===== config.mk =====
export PLATFORM = sky130hd
export DESIGN_NAME = vlan_port_ingress_policy
export DESIGN_NICKNAME = d
export VERILOG_FILES = /design/src/hw/vlan_policy_pkg.sv /design/src/hw/vlan_port_ingress_policy.sv
export SDC_FILE = /design/constraint.sdc
export NUM_CORES = 1
export LEC_CHECK = 0
export ABC_CLOCK_PERIOD_IN_PS = 4430
export CORE_ASPECT_RATIO = 0.7
export CORE_MARGIN = 2
export CORE_UTILIZATION = 42
export CTS_CLUSTER_SIZE = 24
export DETAILED_ROUTE_END_ITERATION = 16
export DONT_BUFFER_PORTS = 1
export GPL_TIMING_DRIVEN = 0
export HOLD_SLACK_MARGIN = 0.03
export PLACE_DENSITY_LB_ADDON = 0.05
export SETUP_SLACK_MARGIN = 0.15
export SKIP_LAST_GASP = 1
export SYNTH_ARGS = -nofsm -noshare
export SYNTH_HDL_FRONTEND = slang
export SYNTH_SLANG_ARGS = --single-unit

===== constraint.sdc =====
create_clock -name clock -period 4.43 [get_ports clock]
set_input_delay 0.886 -clock clock [delete_from_list [all_inputs] [get_ports clock]]
set_output_delay 0.886 -clock clock [all_outputs]
set_load 0.02 [all_outputs]

===== src/hw/vlan_policy_pkg.sv =====
// Constants and types for the per-port VLAN ingress and egress policy block
package vlan_policy_pkg;

    localparam logic [11:0] DEFAULT_VID_RESET = 12'h001;
    localparam logic [15:0] JOIN_MIN        = 16'h0014;
    localparam logic [15:0] JOIN_MAX        = 16'h03e8;
    localparam logic [15:0] JOIN_RESET      = 16'h0014;
    localparam logic [15:0] LEAVE_MIN       = 16'h003c;
    localparam logic [15:0] LEAVE_MAX       = 16'h0bb8;
    localparam logic [15:0] LEAVE_RESET     = 16'h003c;
    localparam logic [15:0] LEAVEALL_MIN    = 16'h01f4;
    localparam logic [15:0] LEAVEALL_MAX    = 16'h4650;
    localparam logic [15:0] LEAVEALL_RESET  = 16'h03e8;

    // Register offsets of the plain command port
    localparam logic [3:0] REG_CTRL     = 4'h0;
    localparam logic [3:0] REG_DEFAULT_VID = 4'h1;
    localparam logic [3:0] REG_JOIN     = 4'h2;
    localparam logic [3:0] REG_LEAVE    = 4'h3;
    localparam logic [3:0] REG_LEAVEALL = 4'h4;
    localparam logic [3:0] REG_STATUS   = 4'h5;

    // Control register bit positions
    localparam int CTRL_TAGGED_ONLY = 0;
    localparam int CTRL_FILTER_EN   = 1;
    localparam int CTRL_GVRP_EN     = 2;
    localparam int CTRL_TAGGED_LINK = 3;
    localparam logic [3:0] CTRL_RESET = 4'h4;

    localparam int NUM_QUEUES = 4;

    // Membership of this port in one VLAN
    typedef enum logic [1:0] {
        MEMB_NONE,
        MEMB_TAGGED,
        MEMB_UNTAGGED,
        MEMB_FORBIDDEN
    } memb_t;

    // Frame class as seen by the ingress parser
    typedef enum logic [1:0] {
        FR_DATA,
        FR_GVRP,
        FR_STP,
        FR_GMRP
    } frame_kind_t;

endpackage


===== src/hw/vlan_port_ingress_policy.sv =====
// Per-port VLAN ingress classification, filtering, GVRP gating and egress tagging
`timescale 1ns/1ps
`default_nettype none

module vlan_port_ingress_policy #(
    parameter int VID_W = 12                            // VLAN identifier width
) (
    input  wire logic               clock,              // 125 MHz clock
    input  wire logic               reset_n,            // Synchronous reset, active low
    input  wire logic               clk_en,             // Freezes all state while low
    // Register port
    input  wire logic [3:0]         reg_addr,           // Register offset
    input  wire logic [15:0]        reg_wdata,          // Write data
    input  wire logic               reg_wr,             // Write strobe
    input  wire logic               reg_rd,             // Read strobe
    output logic      [15:0]        reg_rdata,          // Read data, cycle after strobe
    // VLAN table lookups, combinational, same clock
    output logic      [VID_W-1:0]   memb_vid,           // VLAN looked up for a default VLAN write
    input  wire logic [1:0]         memb_wr_state,      // Membership of memb_vid
    output logic                    memb_add_untag,     // Pulse: add port to VLAN 1 untagged
    // Ingress frame descriptor
    input  wire logic               rx_valid,           // Frame descriptor valid
    input  wire logic               rx_tagged,          // Frame carried a VLAN tag
    input  wire logic [VID_W-1:0]   rx_vid,             // VLAN from the tag
    input  wire logic [1:0]         rx_kind,            // Frame class
    input  wire logic [1:0]         rx_memb,            // Membership of this port in rx VLAN
    input  wire logic               gvrp_global_en,     // Switch-wide GVRP enable
    output logic                    ing_valid,          // Verdict valid
    output logic                    ing_accept,         // Frame forwarded
    output logic                    ing_flood,          // Forwarded as non-member flood
    output logic      [VID_W-1:0]   ing_vid,            // Classified VLAN
    // GVRP registration from other ports
    input  wire logic               reg_in_valid,       // Registration request for this port
    input  wire logic [1:0]         reg_in_memb,        // Membership of this port in its VLAN
    output logic                    reg_out_valid,      // Registration applied to this port
    // Egress frame descriptor
    input  wire logic               tx_valid,           // Frame descriptor valid
    input  wire logic [VID_W-1:0]   tx_vid,             // Frame VLAN
    input  wire logic [1:0]         tx_memb,            // Membership of this port in tx VLAN
    output logic                    eg_valid,           // Verdict valid
    output logic                    eg_send,            // Frame transmitted
    output logic                    eg_tag,             // Transmit with tag
    // Priority queues
    input  wire logic [3:0]         q_pending,          // Non-empty queues, bit 3 highest
    output logic      [1:0]         q_grant,            // Queue to serve next
    output logic                    q_grant_valid       // Some queue is pending
);

    // Identifiers wider than a register word could not be read back
    if (VID_W < 2 || VID_W > 16) begin : g_vid_w_check
        $error("VID_W out of range");
    end

    typedef struct packed {
        logic             tagged_only;
        logic             filter_en;
        logic             gvrp_en;
        logic             tagged_link;
        logic [VID_W-1:0] default_vid;
        logic [15:0]      join_t;
        logic [15:0]      leave_t;
        logic [15:0]      leaveall_t;
        logic             last_refused;
        logic [15:0]      rdata;
        logic             add_untag;
        logic             ing_valid;
        logic             ing_accept;
        logic             ing_flood;
        logic [VID_W-1:0] ing_vid;
        logic             reg_out_valid;
        logic             eg_valid;
        logic             eg_send;
        logic             eg_tag;
        logic [1:0]       q_grant;
        logic             q_grant_valid;
    } state_t;

    state_t st_ff;
    state_t nxt_st;

    function automatic logic in_range(input logic [15:0] v, input logic [15:0] lo, input logic [15:0] hi);
        return (v >= lo) && (v <= hi);
    endfunction

    // Both ordering and range checks in one place
    function automatic logic timers_ok(input logic [15:0] j, input logic [15:0] l, input logic [15:0] la);
        logic [16:0] twice;
        twice = {j, 1'b0};
        return in_range(j, vlan_policy_pkg::JOIN_MIN, vlan_policy_pkg::JOIN_MAX)
            && in_range(l, vlan_policy_pkg::LEAVE_MIN, vlan_policy_pkg::LEAVE_MAX)
            && in_range(la, vlan_policy_pkg::LEAVEALL_MIN, vlan_policy_pkg::LEAVEALL_MAX)
            && (twice < {1'b0, l}) && (l < la);
    endfunction

    logic [VID_W-1:0] one_vid;
    logic             port_gvrp_on;
    logic [VID_W-1:0] wr_vid;
    logic [15:0]      cand_j;
    logic [15:0]      cand_l;
    logic [15:0]      cand_la;

    assign one_vid      = VID_W'(vlan_policy_pkg::DEFAULT_VID_RESET);
    assign port_gvrp_on = st_ff.gvrp_en & gvrp_global_en;
    assign wr_vid       = reg_wdata[VID_W-1:0];
    assign memb_vid     = wr_vid;

    always_comb begin
        nxt_st = st_ff;
        nxt_st.add_untag     = 1'b0;
        nxt_st.ing_valid     = 1'b0;
        nxt_st.ing_accept    = 1'b0;
        nxt_st.ing_flood     = 1'b0;
        nxt_st.reg_out_valid = 1'b0;
        nxt_st.eg_valid      = 1'b0;
        nxt_st.eg_send       = 1'b0;
        nxt_st.eg_tag        = 1'b0;
        cand_j  = st_ff.join_t;
        cand_l  = st_ff.leave_t;
        cand_la = st_ff.leaveall_t;

        // Register writes
        if (reg_wr) begin
            unique case (reg_addr)
                vlan_policy_pkg::REG_CTRL: begin
                    nxt_st.tagged_only = reg_wdata[vlan_policy_pkg::CTRL_TAGGED_ONLY];
                    nxt_st.filter_en   = reg_wdata[vlan_policy_pkg::CTRL_FILTER_EN];
                    nxt_st.gvrp_en     = reg_wdata[vlan_policy_pkg::CTRL_GVRP_EN];
                    nxt_st.tagged_link = reg_wdata[vlan_policy_pkg::CTRL_TAGGED_LINK];
                end
                vlan_policy_pkg::REG_DEFAULT_VID: begin
                    if (wr_vid == one_vid) begin
                        nxt_st.default_vid  = wr_vid;
                        nxt_st.last_refused = 1'b0;
                        nxt_st.add_untag    = (memb_wr_state == vlan_policy_pkg::MEMB_NONE)
                                            || (memb_wr_state == vlan_policy_pkg::MEMB_FORBIDDEN);
                    end else if (memb_wr_state == vlan_policy_pkg::MEMB_UNTAGGED) begin
                        nxt_st.default_vid  = wr_vid;
                        nxt_st.last_refused = 1'b0;
                    end else begin
                        nxt_st.last_refused = 1'b1;
                    end
                end
                vlan_policy_pkg::REG_JOIN:     cand_j  = reg_wdata;
                vlan_policy_pkg::REG_LEAVE:    cand_l  = reg_wdata;
                vlan_policy_pkg::REG_LEAVEALL: cand_la = reg_wdata;
                default: ;
            endcase
            if (reg_addr == vlan_policy_pkg::REG_JOIN || reg_addr == vlan_policy_pkg::REG_LEAVE
                    || reg_addr == vlan_policy_pkg::REG_LEAVEALL) begin
                // Whole-set check so a lone write cannot break the ordering
                if (timers_ok(cand_j, cand_l, cand_la)) begin
                    nxt_st.join_t       = cand_j;
                    nxt_st.leave_t      = cand_l;
                    nxt_st.leaveall_t   = cand_la;
                    nxt_st.last_refused = 1'b0;
                end else begin
                    nxt_st.last_refused = 1'b1;
                end
            end
        end

        // Register reads, data in the following cycle only
        nxt_st.rdata = 16'h0000;
        if (reg_rd) begin
            unique case (reg_addr)
                vlan_policy_pkg::REG_CTRL:
                    nxt_st.rdata = {12'h000, st_ff.tagged_link, st_ff.gvrp_en, st_ff.filter_en, st_ff.tagged_only};
                vlan_policy_pkg::REG_DEFAULT_VID: nxt_st.rdata = 16'(st_ff.default_vid);
                vlan_policy_pkg::REG_JOIN:     nxt_st.rdata = st_ff.join_t;
                vlan_policy_pkg::REG_LEAVE:    nxt_st.rdata = st_ff.leave_t;
                vlan_policy_pkg::REG_LEAVEALL: nxt_st.rdata = st_ff.leaveall_t;
                vlan_policy_pkg::REG_STATUS:   nxt_st.rdata = {14'h0000, port_gvrp_on, st_ff.last_refused};
                default:                       nxt_st.rdata = 16'h0000;
            endcase
        end

        // Ingress verdict
        if (rx_valid) begin
            nxt_st.ing_valid = 1'b1;
            nxt_st.ing_vid   = rx_tagged ? rx_vid : st_ff.default_vid;
            if (!rx_tagged && st_ff.tagged_only) begin
                nxt_st.ing_accept = 1'b0;
            end else if (rx_kind == vlan_policy_pkg::FR_GVRP && !port_gvrp_on) begin
                nxt_st.ing_accept = 1'b0;
            end else if (rx_kind == vlan_policy_pkg::FR_GVRP || rx_kind == vlan_policy_pkg::FR_STP) begin
                nxt_st.ing_accept = 1'b1;
            end else if (!rx_tagged) begin
                nxt_st.ing_accept = 1'b1;
            end else if (rx_memb == vlan_policy_pkg::MEMB_TAGGED || rx_memb == vlan_policy_pkg::MEMB_UNTAGGED) begin
                nxt_st.ing_accept = 1'b1;
            end else if (st_ff.filter_en) begin
                nxt_st.ing_accept = 1'b0;
            end else begin
                // Forbidden VLANs are never flooded
                nxt_st.ing_accept = (rx_memb != vlan_policy_pkg::MEMB_FORBIDDEN);
                nxt_st.ing_flood  = (rx_memb != vlan_policy_pkg::MEMB_FORBIDDEN);
            end
        end

        // GVRP registrations arriving from other ports
        nxt_st.reg_out_valid = reg_in_valid && port_gvrp_on
                             && (reg_in_memb != vlan_policy_pkg::MEMB_FORBIDDEN);

        // Egress tagging
        if (tx_valid) begin
            nxt_st.eg_valid = 1'b1;
            unique case (tx_memb)
                vlan_policy_pkg::MEMB_TAGGED: begin
                    nxt_st.eg_send = 1'b1;
                    nxt_st.eg_tag  = !(st_ff.tagged_link && tx_vid == st_ff.default_vid);
                end
                vlan_policy_pkg::MEMB_UNTAGGED: begin
                    nxt_st.eg_send = 1'b1;
                    nxt_st.eg_tag  = 1'b0;
                end
                default: begin
                    nxt_st.eg_send = 1'b0;
                    nxt_st.eg_tag  = 1'b0;
                end
            endcase
        end

        // Strict priority, highest pending queue wins
        nxt_st.q_grant_valid = |q_pending;
        nxt_st.q_grant       = q_pending[3] ? 2'h3 : q_pending[2] ? 2'h2 : q_pending[1] ? 2'h1 : 2'h0;
    end

    always_ff @(posedge clock) begin
        if (!reset_n) begin
            st_ff             <= '0;
            st_ff.tagged_only <= vlan_policy_pkg::CTRL_RESET[vlan_policy_pkg::CTRL_TAGGED_ONLY];
            st_ff.filter_en   <= vlan_policy_pkg::CTRL_RESET[vlan_policy_pkg::CTRL_FILTER_EN];
            st_ff.gvrp_en     <= vlan_policy_pkg::CTRL_RESET[vlan_policy_pkg::CTRL_GVRP_EN];
            st_ff.tagged_link <= vlan_policy_pkg::CTRL_RESET[vlan_policy_pkg::CTRL_TAGGED_LINK];
            st_ff.default_vid <= VID_W'(vlan_policy_pkg::DEFAULT_VID_RESET);
            st_ff.join_t      <= vlan_policy_pkg::JOIN_RESET;
            st_ff.leave_t     <= vlan_policy_pkg::LEAVE_RESET;
            st_ff.leaveall_t  <= vlan_policy_pkg::LEAVEALL_RESET;
        end else if (clk_en) begin
            st_ff <= nxt_st;
        end
    end

    assign reg_rdata      = st_ff.rdata;
    assign memb_add_untag = st_ff.add_untag;
    assign ing_valid      = st_ff.ing_valid;
    assign ing_accept     = st_ff.ing_accept;
    assign ing_flood      = st_ff.ing_flood;
    assign ing_vid        = st_ff.ing_vid;
    assign reg_out_valid  = st_ff.reg_out_valid;
    assign eg_valid       = st_ff.eg_valid;
    assign eg_send        = st_ff.eg_send;
    assign eg_tag         = st_ff.eg_tag;
    assign q_grant        = st_ff.q_grant;
    assign q_grant_valid  = st_ff.q_grant_valid;

endmodule

`default_nettype wire


; ---- Word-level counts from Yosys, hierarchy flattened
; Index checks and enable logic that the tools add are counted.
[word_totals]
out_inout_bits = 51
register_bits = 104
mem_bits_ro = 0
wordCells = 113
n_memories = 0
latch_bits = 0
inputBits = 68
mem_bits_rw = 0
[op_classes]
n_reduce_logical = 30
order_cmp = 8
n_mul = 0
n_mux = 36
div_mod_pow = 0
addsub = 0
n_bitwise = 1
shifts = 0
eq_ne = 17
[ops]
columns = op, n
row1 = $mux 16, 7
row2 = $pmux 16 s6, 1
row3 = $mux 12, 3
row4 = $mux 1, 20
row5 = $lt 17x16->1, 1
row6 = $ge 16x5->1 const B, 1
row7 = $ge 16x6->1 const B, 1
row8 = $ge 16x9->1 const B, 1
row9 = $le 16x10->1 const B, 1
row10 = $le 16x12->1 const B, 1
row11 = $le 16x15->1 const B, 1
row12 = $lt 16x16->1, 1
row13 = $mux 15, 1
row14 = $eq 12x1->1 const B, 1
row15 = $eq 12x12->1, 1
row16 = $logic_and 1x1->1, 12
row17 = $eq 2x2->1 const B, 5
row18 = $eq 4x2->1 const B, 2
row19 = $eq 4x3->1 const B, 2
row20 = $reduce_and 4->1, 2
row21 = $eq 2x1->1 const B, 3
row22 = $reduce_and 3->1, 2
row23 = $logic_or 1x1->1, 5
row24 = $eq 4x1->1 const B, 1
row25 = 11 further kinds, 16

; ---- Longest topological paths before layout
; Gate-level depths: netlist of the first run.
[logic_depth]
depth_word = 11
ltp_mapped = 18
mapped_depth_nobuf = 13

; ---- Worst setup path after synthesis of the first run
; OpenSTA, ideal clock, no wires.
[synth_path]
path_type = in2reg
start = in reg_addr[2]
end = reg st_ff[46] (netlist bit)
cell_stages = 16
arrival_time_ns = 4.684
path_buffers = 5
slack_ns = -0.375
path_cell_list = buf_4 -> nor4b_4 -> buf_6 -> buf_6 -> clkbuf_1 -> mux2_2 -> ha_1 -> nor3_1 -> o21ai_0 -> nor4b_1 -> o2111ai_1 -> a2111oi_4 -> o2111ai_2 -> nor3_4 -> buf_8 -> mux2_4
[synth_between]
elab_chain_len = 10
elab_cells_between_ends = 27
[synth_rtl]
columns = item, line_no
row1 = from (decl), vlan_port_ingress_policy.sv:12  ; input wire logic [3:0] reg_addr,
row2 = $eq 4x2->1, "vlan_port_ingress_policy.sv:123, vlan_port_ingress_policy.sv:148"
row3 = $mux 16, vlan_port_ingress_policy.sv:123  ; unique case (reg_addr)
row4 = $mux 16, vlan_port_ingress_policy.sv:122  ; if (reg_wr) begin
row5 = $ge 16x5->1 (tied with other cells), vlan_port_ingress_policy.sv:82  ; return (v >= lo) && (v <= hi);
row6 = $logic_and 1x1->1, vlan_port_ingress_policy.sv:82
row7 = $logic_and 1x1->1, vlan_port_ingress_policy.sv:90  ; && in_range(l, vlan_policy_pkg::LEAVE_MIN, vlan_policy_pkg::LEAVE_MAX)
row8 = $logic_and 1x1->1, vlan_port_ingress_policy.sv:91  ; && in_range(la, vlan_policy_pkg::LEAVEALL_MIN, vlan_policy_pkg::LEAVEALL_MAX)
row9 = $logic_and 1x1->1 (2 in series), vlan_port_ingress_policy.sv:92  ; && (twice < {1'b0, l}) && (l < la);
row10 = $reduce_and 4->1 (no line), -
row11 = to (signal assigned), vlan_port_ingress_policy.sv:240  ; st_ff <= nxt_st;
row12 = to (decl), vlan_port_ingress_policy.sv:78  ; state_t st_ff;
; Parallel ways exist; a longest one is shown, timed or not. The select of a mux whose other input is x is not followed.
; A chain may end at the register's enable or synchronous reset.

; ---- Final worst setup path of the first run
[layout_path]
start = in reg_addr[1]
end = reg st_ff[44] (netlist bit)
; Same word-level chain as after synthesis.

==> flow_summary.toml, run 1 <==
[placement]
numPortBuffers = 0
pre_cts_ws_ns = -0.993
gp_congestion = 0.951
dp_hpwl_um = 20400
dp.cells = 1083

[synthesis]
yosysTopAreaCellShare_pct = 28.4
yosys_warnings = 0
yosys.area.top_type = "dfxtp_1"
syn_nets = 942
synth_edf_count = 0
async_flop_share_pct = 0
synth.yosys.seq_area_share_pct = 28.4
avgSynthCellArea_um2 = 8.61
synth_area_um2 = 7340
ys_types = 77
synth_seq_cells = 104
synth_flop_cell = "dfxtp_1"
postSynthCellCount = 852
synthTopCellsByArea = "dfxtp_1 (28%), mux2i_1 (11%), nand2_1 (5.2%), buf_4 (4.8%), mux2_2 (4.8%)"

[pwr]
power_switching_uw = 613
swShare_pct = 29.5
power_frac_comb_pct = 14.8
p_int_uw = 1460
ir_drop_mv = 0.196
power_leakage_uw = 0.00328
clkPwrFrac_pct = 39.0
power.density_nw_per_um2 = 250
seq_power_share_pct = 46.2
power_uw = 2080

[layout]
drive_gt1_share_pct = 18.4
stdcell_count = 1118
nNetsFinal = 972
multiInputGateArea_um2 = 4640
register_area_um2 = 2080
syn2layout_area_growth_pct = 13.2
num-fill-cells = 1703
diodes = 0

[worst_setup_path]
cp-endpoint = "st_ff[44]$_SDFFE_PN0P_"
r2r_cells = 12
regToRegStartpoint = "st_ff[53]$_SDFFE_PN0P_"
cp_max_fo = 10
critPathLaunchType = "input port"
arrival_ns = 4.48
r2r_end = "st_ff[44]$_SDFFE_PN0P_"
startpoint = "reg_addr[1]"
worst-setup-path-type = "input port to flip-flop"
required_ns = 4.69
worstSetupEndpointType = "flip-flop"
timing.reg2reg.setup_slack_ns = 1.25

[cts]
cts_tree = "yes"
cts_inserted_buffers = 9
clock_path_buffers = 2
clock_sinks = 104
clk_latency_ns = 0.36
cts_hold_buffers = 0
clockRootBuffer = "clkbuf_16"
cts_max_level = 3
clk_pin_slew_worst_paths_ns = 0.08

[timing]
fin_skew_ns = 0.00980
worst_pin_slew_ns = 0.786
rsz0062_at_grt = "false"
min_period_ns = 4.23
tns_ns = 0
finalMaxSlewViolations = 0
worst_slack_ns = 0.200
fin_crit_sh_pct = 95.5
hold_viol = 0
setup_viol = 0
whs_ns = 0.478
fmax_mhz = 236
maxSlewHeadroom_pct = 47.6

[global_route]
grt_max_degree = 20
grt_pass1_wl_um = 39200
antenna_found_initial = 1
grt_pass1_vias = 6387
grt_remaining_overflow = 0
grtUsageTotal_pct = 28.5

[die]
die_w_um = 162
die_h_um = 115
std_cell_rows = 40
start_util_pct = 42.9
core_region_area_um2 = 17100
die_area_um2 = 18600
pin_count = 119

[drt]
drt_first_iter_violations = 615
drtPass1Iterations = 5
avgViaCountPerCell = 5.96
route.detailed.wl_per_inst_um = 23.8
antenna_left = 0
drc = 0
vias = 6659
wl_um = 26600

[flow_run]
drv_cap = 0

[min_path]
hold_class = "flip-flop to flip-flop"

[run_status]
outcome = "finished clean"
## registers in the layout, summed over array words and instances (netlist names), 2 cells and up
register,count
st_ff,65
reg_rdata,16
ing_vid,12
q_grant,2
## per-layer routing
metal / vias to the layer above / GRT usage [%] / wire, um
li1: 3061 / - / -
met2: 342 / 39.3 / 10700
met1: 3203 / 42.0 / 12400
met3: 51 / 7.75 / 2770
met5: - / 4.01 / 99
met4: 2 / 8.79 / 648
## worst max-delay path, cell delays in order
cell and delay [ns]:
buf_4 0.16, nor4bb_1 0.31, buf_4 0.19, buf_8 0.15, buf_12 0.15, nand2_1 0.06, and2_4 0.14, inv_1 0.05
ha_1 0.24, a21o_1 0.18, a21o_1 0.18, a2bb2oi_2 0.17, o2111ai_2 0.17, a2111oi_4 0.37, o2111ai_4 0.23, nor3_4 0.25
buf_6 0.17, buf_4 0.12, mux2_2 0.32
## Yosys cell counts, types with 8 or more instances
library cell / instances
nand2_1: 102
mux2i_1: 81
mux2_4: 10
clkbuf_1: 45
nand3_1: 14
nor4_1: 11
nor2_1: 38
nor2b_1: 48
mux2_2: 31
o211a_1: 15
a22oi_1: 12
and2_1: 11
nand4_1: 10
a22o_1: 8
xnor2_1: 11
dfxtp_1: 104
inv_1: 24
xor2_1: 10
a21oi_1: 39
and3b_1: 11
nor3_1: 13
o21ai_0: 15
buf_4: 47
o31ai_1: 8
ha_1: 22
nand2b_1: 14
## power by group through the flow
| stage | registers [uW] | logic [uW] | clock network [uW] |
|---|---|---|---|
| global route | 961 | 326 | 852 |
| finish | 959 | 308 | 809 |
| detailed placement | 981 | 285 | 0 |
| global placement | 981 | 283 | 0 |
| floorplan | 979 | 213 | 0 |
| CTS | 959 | 291 | 826 |
## through the flow
stage	util, %	area (um^2)
6_report	48.5	8300
5_1_grt	48.5	8300
4_1_cts	47.2	8080
3_5_place_dp	45.0	7700
3_3_place_gp	45.0	7700
2_1_floorplan	-	7410
## cells by family (layout without fill, tap and decap cells)
kind of cell,after synthesis,in the layout,synth area share [%]
buffers and inverters,132,167,9.99
AND/OR/NAND/NOR,301,301,22.3
AO/OA/AOI/OAI,146,146,14.6
flip-flops,104,104,28.4
adder cells (fa/ha/maj),24,24,4.03
multiplexers,124,124,18.2
XOR/XNOR,21,21,2.51
## cell usage in the layout, fill, tap and decap left out, types with 9 or more instances in the layout
| cell type | n |
|---|---|
| xor2_1 | 10 |
| o21ai_0 | 14 |
| and2_1 | 9 |
| clkbuf_16 | 11 |
| nor4_1 | 11 |
| a22oi_1 | 12 |
| mux2i_1 | 79 |
| nor2_1 | 38 |
| nand4_1 | 10 |
| inv_1 | 24 |
| a21oi_1 | 39 |
| and3b_1 | 11 |
| xnor2_1 | 11 |
| nand2_1 | 102 |
| mux2_2 | 29 |
| buf_4 | 59 |
| dfxtp_1 | 104 |
| nand3_1 | 14 |
| clkbuf_1 | 45 |
| mux2_4 | 14 |
| ha_1 | 21 |
| nor3_1 | 12 |
| o211a_1 | 15 |
| nor2b_1 | 48 |
| buf_6 | 9 |
| nand2b_1 | 14 |
## cell type report
type	instances	share of cell area [%]
flip-flops and latches	104	25.1
well taps	231	3.48
repair buffers	19	2.06
inverters	24	1.08
plain buffers	108	8.96
clock buffers	10	2.76
multi-input cells	616	55.8
clock inverters	6	0.753
## how the worst min path moves through the flow
| stage | start | endpoint | slack (ns) | depth (start not counted) |
|---|---|---|---|---|
| global route | st_ff[57]$_SDFFE_PN0P_ | st_ff[57]$_SDFFE_PN0P_ | 0.51 | 2 |
| detailed placement | st_ff[77]$_SDFFE_PN0P_ | st_ff[77]$_SDFFE_PN0P_ | 0.47 | 2 |
| floorplan | st_ff[67]$_SDFFE_PN0P_ | st_ff[67]$_SDFFE_PN0P_ | 0.44 | 2 |
| CTS | st_ff[77]$_SDFFE_PN0P_ | st_ff[77]$_SDFFE_PN0P_ | 0.49 | 2 |
| finish | st_ff[77]$_SDFFE_PN0P_ | st_ff[77]$_SDFFE_PN0P_ | 0.48 | 2 |
| global placement | st_ff[77]$_SDFFE_PN0P_ | st_ff[77]$_SDFFE_PN0P_ | 0.47 | 2 |
## timing repair
item / in CTS / in global routing
hold endpoints to repair: 0 / 0
gates cloned: 0 / 2
pin swaps: 4 / 8
buffers inserted: 8 / 9
resized for setup: 6 / 28
endpoints found under the setup margin: 48 / 48
Note: power is estimated with default switching activity, not from simulation.
==> run 2: changes to the inputs <==
--- a/config.mk
+++ b/config.mk
@@ -5,6 +5,7 @@
 export SDC_FILE = /design/constraint.sdc
 export NUM_CORES = 1
 export LEC_CHECK = 0
+export ABC_AREA = 1
 export ABC_CLOCK_PERIOD_IN_PS = 4430
 export CORE_ASPECT_RATIO = 0.7
 export CORE_MARGIN = 2
@@ -15,6 +16,7 @@
 export GPL_TIMING_DRIVEN = 0
 export HOLD_SLACK_MARGIN = 0.03
 export PLACE_DENSITY_LB_ADDON = 0.05
+export RECOVER_POWER = 50
 export SETUP_SLACK_MARGIN = 0.15
 export SKIP_LAST_GASP = 1
 export SYNTH_ARGS = -nofsm -noshare
==> run 2 against run 1 <==
Against the previous run: sequential cell count stayed put; sequential power is 1% higher; register-to-register slack better by 0.38 ns; die area is 1.0% lower; synthesized cell count is 41% higher; combinational power is 23% higher; global-route usage is 2.1 points higher; cell count is 30% higher; critical path type unchanged; count of clock-buffer cells in the layout is 1 lower; non-clock buffer count is 36 lower; critical path depth is 5 lower; worst setup slack better by 0.26 ns.
==> flow_summary.toml, run 2 <==
[cts]
cts_hold_buffers = 0
cts_tree = "yes"
clock_sinks = 104
cts_max_level = 3
clk_latency_ns = 0.36
clock_path_buffers = 2
cts_inserted_buffers = 9
clk_pin_slew_worst_paths_ns = 0.08
clockRootBuffer = "clkbuf_16"

[layout]
diodes = 0
multiInputGateArea_um2 = 4000
syn2layout_area_growth_pct = 5.69
largest_reg_flops = 65
register_area_um2 = 2080
mostFrequentLayoutCell = "nand2_1"
regMostFlops = "st_ff"
drive_gt1_share_pct = 5.18
stdcell_count = 1448
num-fill-cells = 1988
nNetsFinal = 1303
mostFrequentLayoutCells = "nand2_1 (385), inv_1 (161), nor2_1 (110)"

[die]
die_w_um = 161
start_util_pct = 42.6
core_region_area_um2 = 17000
std_cell_rows = 40
die_area_um2 = 18400
pin_count = 119
die_h_um = 114

[synthesis]
avgSynthCellArea_um2 = 6.04
yosys.area.top_type = "dfxtp_1"
synth_edf_count = 0
yosys_warnings = 0
postSynthCellCount = 1202
yosysTopAreaCellShare_pct = 28.7
synth_flop_cell = "dfxtp_1"
synth_commonest_cells = "nand2_1 (385), inv_1 (160), nor2_1 (111)"
yosysMostFrequentCell = "nand2_1"
synthTopCellsByArea = "dfxtp_1 (29%), nand2_1 (20%), inv_1 (8.3%), nand3_1 (7.2%), nor2_1 (5.7%)"
synth_seq_cells = 104
async_flop_share_pct = 0
syn_nets = 1292
ys_types = 42
synth_area_um2 = 7260
synth.yosys.seq_area_share_pct = 28.7

[worst_setup_path]
crit_path_max_incr_delay_ns = 0.58
cpMaxStageDelayCell = "o21ai_1"
critPathLaunchType = "input port"
arrival_ns = 4.23
worst-setup-path-type = "input port to flip-flop"
r2r_cells = 19
path_common_cell = "nor2_1"
critical_path.cell_chain = "nor2_4 > nand2_2 > buf_2 > o21ai_1 > inv_1 > ha_1 > a31o_2 > nor2_1 > a21oi_1 > nor2_2 > nand3_1 > buf_2 > nor2_1 > nor2_1"
required_ns = 4.69
worstSetupEndpointType = "flip-flop"
cp_max_fo = 10

[global_route]
grt_pass1_vias = 7031
grtUsageTotal_pct = 30.5
grt_remaining_overflow = 0
grt_max_degree = 19
grt_pass1_wl_um = 41800
antenna_found_initial = 0

[timing]
worst_pin_slew_ns = 1.03
worst_slack_ns = 0.459
fmax_mhz = 252
min_period_ns = 3.97
finalMaxSlewViolations = 0
rsz0062_at_grt = "false"
hold_viol = 0
setup_viol = 0
maxSlewHeadroom_pct = 30.6
fin_skew_ns = 0.00934
fin_crit_sh_pct = 89.6
tns_ns = 0

[pwr]
power_leakage_uw = 0.00394
power_switching_uw = 700
power.density_nw_per_um2 = 280
clkPwrFrac_pct = 37.0
power_frac_comb_pct = 17.6
power_uw = 2150
seq_power_share_pct = 45.3
swShare_pct = 32.6
ir_drop_mv = 0.185
p_int_uw = 1450

[flow_run]
drv_cap = 0

[run_status]
outcome = "finished clean"

[drt]
avgViaCountPerCell = 5.32
antenna_left = 0
route.detailed.wl_per_inst_um = 19.2
wl_um = 27800
vias = 7709
drt_first_iter_violations = 891
drtPass1Iterations = 5
drc = 0

[placement]
dp.cells = 1433
numPortBuffers = 0
gp_congestion = 0.967
pre_cts_ws_ns = 0.189
dp_hpwl_um = 22000

[min_path]
holdPathStages = 2
hold_class = "flip-flop to flip-flop"
run 2: kinds of logic (layout without fill, tap and decap cells):
group                      after synthesis  after routing  synth area share (%)
and+or+nand+nor                        644            644                  36.8
buffers and inverters                  257            272                  16.3
AOI/OAI and AO/OA                      168            168                  13.6
DFF                                    104            104                  28.7
adders and majority gates               22             22                  3.79
xor gates and xnor gates                 7              7                 0.845
run 2: power by group through the flow:
stage          registers [uW]  clock network, uW  logic (uW)
3_3_place_gp              995                  0         380
4_1_cts                   973                805         380
6_report                  973                795         378
5_1_grt                   975                839         420
2_1_floorplan             990                  0         276
3_5_place_dp              994                  0         379
run 2: metal layers:
layer  global-route usage (%)  vias up  part of all wire (%)
met3                     7.02       44                    10
li1                         -     3807                     -
met2                     41.8      375                    38
met5                        0        -                     0
met1                     47.0     3483                    49
met4                     8.33        0                   2.1
run 2: worst paths after layout:
| check | start | end | slack, ns |
|---|---|---|---|
| hold reg to reg | reg_rdata[8]$_SDFFE_PN0P_ | reg_rdata[8]$_SDFFE_PN0P_ | 0.47 |
| setup reg to reg | st_ff[55]$_SDFFE_PN0P_ | st_ff[62]$_SDFFE_PN0P_ | 1.63 |
| hold / removal | reg_rdata[8]$_SDFFE_PN0P_ | reg_rdata[8]$_SDFFE_PN0P_ | 0.47 |
| setup / recovery | reg_addr[3] | st_ff[62]$_SDFFE_PN0P_ | 0.46 |
run 2: area by class of cell:
type,instances,share of cell area [%]
Buffer,91,5.22
Clock buffer,9,2.94
Clock inverter,6,0.701
Inverter,166,8.12
Multi-Input combinational cell,841,52.1
Sequential cell,104,27.1
Tap cell,231,3.77
run 2: stage by stage:
| step | area (um^2) | util, % | hold slack [ns] |
|---|---|---|---|
| 2_1_floorplan | 7260 | - | 0.445 |
| 3_3_place_gp | 7550 | 44.3 | 0.457 |
| 3_5_place_dp | 7550 | 44.3 | 0.459 |
| 4_1_cts | 7830 | 46.0 | 0.471 |
| 5_1_grt | 7670 | 45.1 | 0.483 |
| 6_report | 7670 | 45.1 | 0.466 |
run 2: what timing repair did:
action	4_1_cts	5_1_grt
setup endpoints to repair	0	8
setup buffers	0	0
resized for setup	0	1
hold endpoints to repair	0	0
run 2: worst max-delay path: cells and delay by family:
family | cells | cell delay, ns
and+or+nand+nor | 7 | 1.38
AOI/OAI and AO/OA | 3 | 0.96
buffers and inverters | 3 | 0.65
adders and majority gates | 1 | 0.33
